**src/rtl/fbmd_pkg.sv**
```systemverilog
// package for the flash bus-mode host controller
`default_nettype none
package fbmd_pkg;
    localparam int ADDR_W = 17;
    localparam int DATA_W = 8;
    localparam int ADDR_NINE = 9;
    localparam int ADDR_ZERO = 0;
    localparam int DATA_MSB_POS = 7;
    // read-mode command code, the register's default
    localparam logic [7:0] CMD_READ = 8'h00;
    // autoselect command code
    localparam logic [7:0] CMD_IDENT = 8'h90;
    // pin-phase lengths in ns (setup, strobe) and the mclk period in ns
    localparam int SETUP_NS = 20;
    localparam int STROBE_NS = 70;
    localparam int CLK_NS = 10;
    localparam int SETUP_CYC = (SETUP_NS + CLK_NS - 1) / CLK_NS;
    localparam int STROBE_CYC = (STROBE_NS + CLK_NS - 1) / CLK_NS;
    localparam logic [3:0] SETUP_CNT = 4'(SETUP_CYC - 1);
    localparam logic [3:0] STROBE_CNT = 4'(STROBE_CYC - 1);
    localparam logic [3:0] CNT_ZERO = 4'h0;

    typedef enum logic [1:0]
    {
        OP_READ  = 2'b00,
        OP_IDENT = 2'b01,
        OP_WRITE = 2'b10,
        OP_IDLE  = 2'b11
    } fbmd_op_e;

    typedef enum logic [2:0]
    {
        ST_IDLE   = 3'b000,
        ST_SETUP  = 3'b001,
        ST_STROBE = 3'b011,
        ST_DONE   = 3'b010
    } fbmd_state_e;

    typedef struct packed
    {
        fbmd_op_e           op;
        logic [ADDR_W-1:0]  addr;
        logic [DATA_W-1:0]  wdata;
    } fbmd_req_s;

    typedef struct packed
    {
        logic               chip_sel_n;
        logic               out_gate_n;
        logic               write_en_n;
        logic               program_voltage_high;
        logic               identify_high_voltage;
        logic [ADDR_W-1:0]  addr;
    } fbmd_pins_s;

    // odd parity over a byte means the xor of all bits is one
    function automatic logic odd_parity(input logic [DATA_W-1:0] b);
        return ^b;
    endfunction
endpackage
`default_nettype wire
```
**src/rtl/fbmd_host.sv**
```systemverilog
// host-side bus controller driving a byte-wide parallel flash
`default_nettype none
// Contract
// - read only with chip select and gate low
// - identifier byte by address bit zero
// - identifier mode: other addresses low, voltage low
// - write: select low, gate high, write low
module fbmd_host
(
    input  wire logic                         mclk,
    input  wire logic                         rst_n,
    input  wire logic                         clk_en,
    input  wire logic                         req_valid,
    output logic                              req_ready,
    input  wire fbmd_pkg::fbmd_req_s          req,
    input  wire logic                         vpp_high_req,
    output logic                              rsp_valid,
    output logic [fbmd_pkg::DATA_W-1:0]       rsp_data,
    output logic                              rsp_parity_err,
    output fbmd_pkg::fbmd_pins_s              pins,
    input  wire logic [fbmd_pkg::DATA_W-1:0]  dq_in,
    output logic [fbmd_pkg::DATA_W-1:0]       dq_out,
    output logic                              dq_oe_n
);
    fbmd_pkg::fbmd_state_e              state_q;
    fbmd_pkg::fbmd_req_s                cur_q;
    logic [3:0]                         cnt_q;
    logic [fbmd_pkg::DATA_W-1:0]        dq_meta_q;
    logic [fbmd_pkg::DATA_W-1:0]        dq_sync_q;
    logic                               vpp_q;
    logic                               rsp_valid_q;
    logic [fbmd_pkg::DATA_W-1:0]        rsp_data_q;
    logic                               rsp_perr_q;
    logic                               is_read;
    logic                               is_write;
    logic                               active;
    logic                               capture;
    logic                               wr_hold;

    // ***********************************
    // decode helpers
    // ***********************************
    // read and identifier cycles share one pin pattern
    function automatic logic op_reads(input fbmd_pkg::fbmd_op_e op);
        return (op == fbmd_pkg::OP_READ) || (op == fbmd_pkg::OP_IDENT);
    endfunction

    // identifier cycles raise the high-voltage address pin
    function automatic logic op_ident(input fbmd_pkg::fbmd_op_e op);
        return (op == fbmd_pkg::OP_IDENT);
    endfunction

    assign req_ready = (state_q == fbmd_pkg::ST_IDLE);
    assign is_read = op_reads(cur_q.op);
    // writes only while high program voltage is applied
    assign is_write = (cur_q.op == fbmd_pkg::OP_WRITE) && vpp_q;
    assign active = (state_q == fbmd_pkg::ST_SETUP) || (state_q == fbmd_pkg::ST_STROBE);
    // sample point: the synchroniser already holds data from inside the strobe
    assign capture = (state_q == fbmd_pkg::ST_DONE) && is_read;
    // select and data outlive the write strobe by one cycle, so the byte
    // latched on the rising strobe still has hold time behind it
    assign wr_hold = (state_q == fbmd_pkg::ST_DONE) && is_write;

    // ***********************************
    // pin synchroniser
    // ***********************************
    always_ff @(posedge mclk)
    begin
        if (!rst_n)
        begin
            dq_meta_q <= 8'h00;
            dq_sync_q <= 8'h00;
        end
        else if (clk_en)
        begin
            // only the second stage feeds logic; the first may be metastable
            dq_meta_q <= dq_in;
            dq_sync_q <= dq_meta_q;
        end
    end

    // ***********************************
    // sequencer
    // ***********************************
    always_ff @(posedge mclk)
    begin
        if (!rst_n)
        begin
            state_q <= fbmd_pkg::ST_IDLE;
            cnt_q <= fbmd_pkg::CNT_ZERO;
            cur_q <= '{op: fbmd_pkg::OP_IDLE, addr: '0, wdata: fbmd_pkg::CMD_READ};
            vpp_q <= 1'b0;
        end
        else if (clk_en)
        begin
            unique case (state_q)
                fbmd_pkg::ST_IDLE:
                begin
                    // voltage only changes between cycles, never mid-strobe
                    // request side is same-clock logic, so no synchroniser here
                    vpp_q <= vpp_high_req;
                    // a refused write still walks the full sequence: fixed timing
                    if (req_valid)
                    begin
                        cur_q <= req;
                        if (op_ident(req.op))
                        begin
                            // only bit zero may be nonzero
                            cur_q.addr <= '0;
                            cur_q.addr[fbmd_pkg::ADDR_ZERO] <= req.addr[fbmd_pkg::ADDR_ZERO];
                            vpp_q <= 1'b0;
                        end
                        cnt_q <= fbmd_pkg::SETUP_CNT;
                        state_q <= fbmd_pkg::ST_SETUP;
                    end
                end
                fbmd_pkg::ST_SETUP:
                begin
                    if (cnt_q == fbmd_pkg::CNT_ZERO)
                    begin
                        cnt_q <= fbmd_pkg::STROBE_CNT;
                        state_q <= fbmd_pkg::ST_STROBE;
                    end
                    else
                        cnt_q <= cnt_q - 4'h1;
                end
                fbmd_pkg::ST_STROBE:
                begin
                    if (cnt_q == fbmd_pkg::CNT_ZERO)
                        state_q <= fbmd_pkg::ST_DONE;
                    else
                        cnt_q <= cnt_q - 4'h1;
                end
                fbmd_pkg::ST_DONE:
                    // deselect is safe: a running erase or program completes anyway
                    state_q <= fbmd_pkg::ST_IDLE;
                default:
                    state_q <= fbmd_pkg::ST_IDLE;
            endcase
        end
    end

    // ***********************************
    // pin drive
    // ***********************************
    always_ff @(posedge mclk)
    begin
        if (!rst_n)
        begin
            pins <= '{chip_sel_n: 1'b1, out_gate_n: 1'b1, write_en_n: 1'b1,
                      program_voltage_high: 1'b0, identify_high_voltage: 1'b0, addr: '0};
        end
        else if (clk_en)
        begin
            pins.addr <= cur_q.addr;
            pins.program_voltage_high <= vpp_q;
            pins.identify_high_voltage <= active && op_ident(cur_q.op);
            // select dropped between cycles gives standby
            pins.chip_sel_n <= !((active && (is_read || is_write)) || wr_hold);
            // gate low only for reads, write enable held high then
            pins.out_gate_n <= !(active && is_read);
            pins.write_en_n <= !((state_q == fbmd_pkg::ST_STROBE) && is_write);
        end
    end

    // ***********************************
    // data drive
    // ***********************************
    always_ff @(posedge mclk)
    begin
        if (!rst_n)
        begin
            dq_out <= 8'h00;
            dq_oe_n <= 1'b1;
        end
        else if (clk_en)
        begin
            // host drives the bus only on a write, never with gate low
            dq_oe_n <= !((active && is_write) || wr_hold);
            dq_out <= cur_q.wdata;
        end
    end

    // ***********************************
    // read capture
    // ***********************************
    always_ff @(posedge mclk)
    begin
        if (!rst_n)
        begin
            rsp_valid_q <= 1'b0;
            rsp_data_q <= 8'h00;
            rsp_perr_q <= 1'b0;
        end
        else if (clk_en)
        begin
            // response is registered, so it rises on the same edge that releases the pins
            rsp_valid_q <= capture;
            if (capture)
            begin
                rsp_data_q <= dq_sync_q;
                // a bad identifier byte is flagged, not corrected
                rsp_perr_q <= op_ident(cur_q.op)
                              && !fbmd_pkg::odd_parity(dq_sync_q);
            end
        end
    end

    assign rsp_valid = rsp_valid_q;
    assign rsp_data = rsp_data_q;
    assign rsp_parity_err = rsp_perr_q;
endmodule
`default_nettype wire

```
**config.mk**
```make
export PLATFORM = sky130hd
export DESIGN_NAME = fbmd_host
export DESIGN_NICKNAME = d
export VERILOG_FILES = /design/src/rtl/fbmd_pkg.sv /design/src/rtl/fbmd_host.sv
export SDC_FILE = /design/constraint.sdc
export NUM_CORES = 1
export LEC_CHECK = 0
export BUFFER_PORTS_ARGS = -buffer_cell sky130_fd_sc_hd__buf_2
export CORE_AREA = 5 5 90 92
export DETAILED_ROUTE_END_ITERATION = 10
export DIE_AREA = 0 0 95 97
export GPL_ROUTABILITY_DRIVEN = 0
export GPL_TIMING_DRIVEN = 0
export PLACE_DENSITY = 0.77
export SYNTH_ARGS = -nofsm -noshare
export SYNTH_HDL_FRONTEND = slang
export SYNTH_SLANG_ARGS = --single-unit
export TNS_END_PERCENT = 10
```
**constraint.sdc**
```tcl
create_clock -name mclk -period 1.9 [get_ports mclk]
set_input_delay 0.095 -clock mclk [delete_from_list [all_inputs] [get_ports mclk]]
set_output_delay 0.095 -clock mclk [all_outputs]
set_load 0.1 [all_outputs]
```
==> results.yml <==
outcome:
  status: "finished clean"
sta:
  max_clock_freq_ghz: 0.607
  finalHoldViolCount: 0
  skew_ps: 7.69
  maxSlewViolCount: 0
  fin_crit_ps: 1650
  worst-slew-pin-transition_ps: 514
  fin_crit_sh_pct: 86.6
  slew_headroom_pct: 66.0
  grt_setup_unrepaired: "false"
  setup_viol: 0
  setup-tns-final_ps: 0
final_layout:
  final_net_count: 546
  layout.cell_area.non_filler_mm2: 0.00479
  fillCellCount: 599
  layout-drive-gt1-share_pct: 25.1
  num_antenna_cells: 0
  mostFrequentLayoutCell: "sky130_fd_sc_hd__dfxtp_1"
  area.growth.synth_to_final_pct: 28.1
  final_core_utilization_pct: 67.2
  mostFrequentLayoutCells: "sky130_fd_sc_hd__dfxtp_1 (91), sky130_fd_sc_hd__buf_2 (90), sky130_fd_sc_hd__nand2_1 (64)"
synthesis:
  yosysTopAreaCell: "sky130_fd_sc_hd__dfxtp_1"
  synthFlopType: "sky130_fd_sc_hd__dfxtp_1"
  warnings_synthesis: 0
  synth-edff-count: 0
  synth_cell_types: 37
  synth_top_cell_area_share_pct: 48.7
  syn_area_mm2: 0.00374
  synth_instances: 381
  net_count_of_the_mapped_netlist: 422
  proportion_of_synthesized_flip_flops_having_asynchronous_set_or_reset_pct: 0
  netlist_top_cells_area: "sky130_fd_sc_hd__dfxtp_1 (49%), sky130_fd_sc_hd__mux2i_1 (12%), sky130_fd_sc_hd__nor2b_1 (7.4%)"
  syn-mean-instance-area_um2: 9.82
  postSynthRegisterBits: 91
  ys_seq_area_share_pct: 48.7
critical_path:
  crit_cells: 6
  cp_slowest_stage_delay_ps: 430
  critPathArrivalTime_ps: 1900
  path_buf_inv: 1
  worstPathMaxFanout: 5
  cp_cell_sequence: "inv_1 > ha_1 > or3b_1 > a32o_1 > a2bb2oi_1 > nor2b_1"
  regToRegStartpoint: "cnt_q[0]"
  slowest_stage: "sky130_fd_sc_hd__or3b_1"
  depth_of_the_most_critical_reg_to_reg_path: 6
  worst_path_dominant_cell_family: "simple AND/OR/NAND/NOR gates"
  cp-startpoint: "cnt_q[0]"
  capturing_element_type_of_the_critical_path: "flip-flop"
  critPathLaunchType: "flip-flop"
  timing.critical_path.required_ps: 2160
  setup.worst_path.class: "reg -> reg"
drt:
  routed_via_density: 5.05
  wl_um: 8950
  drt-wirelength-per-cell_um: 14.7
  first_pass_iters: 5
  via_count: 3073
  route.detailed.drc: 0
  antenna_left: 0
  drt-initial-drc-count: 105
clocking:
  clk-insertion-delay-late_ps: 350
  cts.clk_slew.worst_paths_ps: 90
  clock-root-buffer: "sky130_fd_sc_hd__clkbuf_8"
  clock_tree.htree_level_count: 3
  post-cts-setup-buffer-count: 0
  cts_tree: "built"
  cts.sink_count: 91
  clockBufferDepth: 2
  number_of_clock_buffers_inserted_by_tritoncts: 9
floorplan:
  start_util_pct: 52.4
  width_of_the_die_um: 95
  die_area_mm2: 0.00922
  ios: 82
  core_region_area_mm2: 0.00714
  fp-row-count: 31
  dieHeight_um: 97
power:
  ir_drop_uv: 524
  power-per-cell-area_mw_per_mm2: 815
  leakage_power_nw: 2.01
global_routing:
  antenna_found_initial: 0
  grt_pass1_vias: 3110
  gr-total-overflow: 0
  grt_pass1_wl_um: 15100
  pin_count_of_the_biggest_net_entering_global_routing: 15
  grt_util_all_layers_pct: 20.7
flow_run:
  max_cap_violations: 0
place:
  port_buffers: 80
  dpl_wire_length_um: 6010
  postPlaceCellArea_mm2: 0.00427
hold_path:
  hp-start: "req[24]"
  worst_hold_path_type: "in -> reg"
  hold_path_depth: 3
[layout make-up]
| class | instances | area, um^2 | area share (%) |
|---|---|---|---|
| Sequential cell | 91 | 1820 | 38.0 |
| Multi-Input combinational cell | 260 | 1780 | 37.0 |
| Buffer | 27 | 136 | 2.84 |
| Inverter | 3 | 11.3 | 0.235 |
| Tap cell | 99 | 124 | 2.58 |
| Clock buffer | 13 | 149 | 3.11 |
| Timing Repair Buffer | 113 | 731 | 15.2 |
| Clock inverter | 3 | 46.3 | 0.966 |
[registers in the layout (all words and copies together) (netlist names)]
| signal | flops |
|---|---|
| pins | 22 |
| cnt_q | 4 |
| rsp_data | 8 |
| dq_meta_q | 8 |
| dq_oe_n | 1 |
| vpp_q | 1 |
| cur_q | 27 |
| dq_sync_q | 8 |
| state_q | 2 |
| dq_out | 8 |
| rsp_valid | 1 |
| rsp_parity_err | 1 |
[cells in the mapped netlist (all sizes together) (2+ instances only)]
cell type and number:
a21oi 4, buf 15, nand2 64, o22ai 3, inv 3, or3b 2, a21boi 36, clkbuf 12
xnor2 6, nand2b 5, dfxtp 91, nor3b 2, o21ai 8, mux2i 43, nor2b 44, nand4b 4
nand3 22, nor2 4
[cells by family after synthesis]
| group | after synthesis | share of synthesized area, % |
|---|---|---|
| AO/OA/AOI/OAI | 58 | 11.7 |
| XOR/XNOR | 7 | 1.64 |
| adder cells (fa/ha/maj) | 1 | 0.334 |
| buffers and inverters | 30 | 3.95 |
| flip-flops | 91 | 48.7 |
| multiplexers | 43 | 11.5 |
| AND/OR/NAND/NOR | 151 | 22.2 |
[report_power, final]
part	switching, mW	internal [mW]	total, mW
logic	0.341	0.237	0.579
clock network	0.657	0.651	1.31
registers	0.0479	1.97	2.02
total	1.05	2.86	3.91
[final timing paths]
kind | to | slack [ps]
max | cnt_q[0] | 250
min | cur_q[24] | 20
max reg2reg | cnt_q[0] | 250
min reg2reg | rsp_data[1] | 450
[worst reg2reg max path, cell delays in order (launching register included)]
cell                        delay, ps
sky130_fd_sc_hd__dfxtp_1          320
sky130_fd_sc_hd__inv_1             90
sky130_fd_sc_hd__ha_1             250
sky130_fd_sc_hd__or3b_1           430
sky130_fd_sc_hd__a32o_1           280
sky130_fd_sc_hd__a2bb2oi_1        130
sky130_fd_sc_hd__nor2b_1           60
[metrics by stage]
| step | hold WS [ps] | total power [mW] | std cells | setup slack (ps) |
|---|---|---|---|---|
| finish | 20.0 | 3.91 | 609 | 254 |
| global route | 34.5 | 4.08 | 609 | 104 |
| CTS | 8.71 | 3.93 | 609 | 267 |
| detailed placement | 328 | 2.59 | 560 | 288 |
| global placement | 327 | 2.58 | 560 | 324 |
| floorplan | 219 | 2.45 | 381 | 274 |
[per-layer routing]
metal  vias to the layer above  part of all wire [%]  GRT usage (%)
met5                         -                     0              0
li1                       1530                     -              -
met4                         0                   2.2           7.66
met2                       106                    48           32.8
met1                      1416                    43           26.2
met3                        21                   6.9           6.21
[repair_timing]
item	CTS	global route
hold buffers	33	0
endpoints found under the setup margin	0	0
gates resized for setup	0	0
endpoints found under the hold margin	33	0
Note: power is estimated with default switching activity, not from simulation.
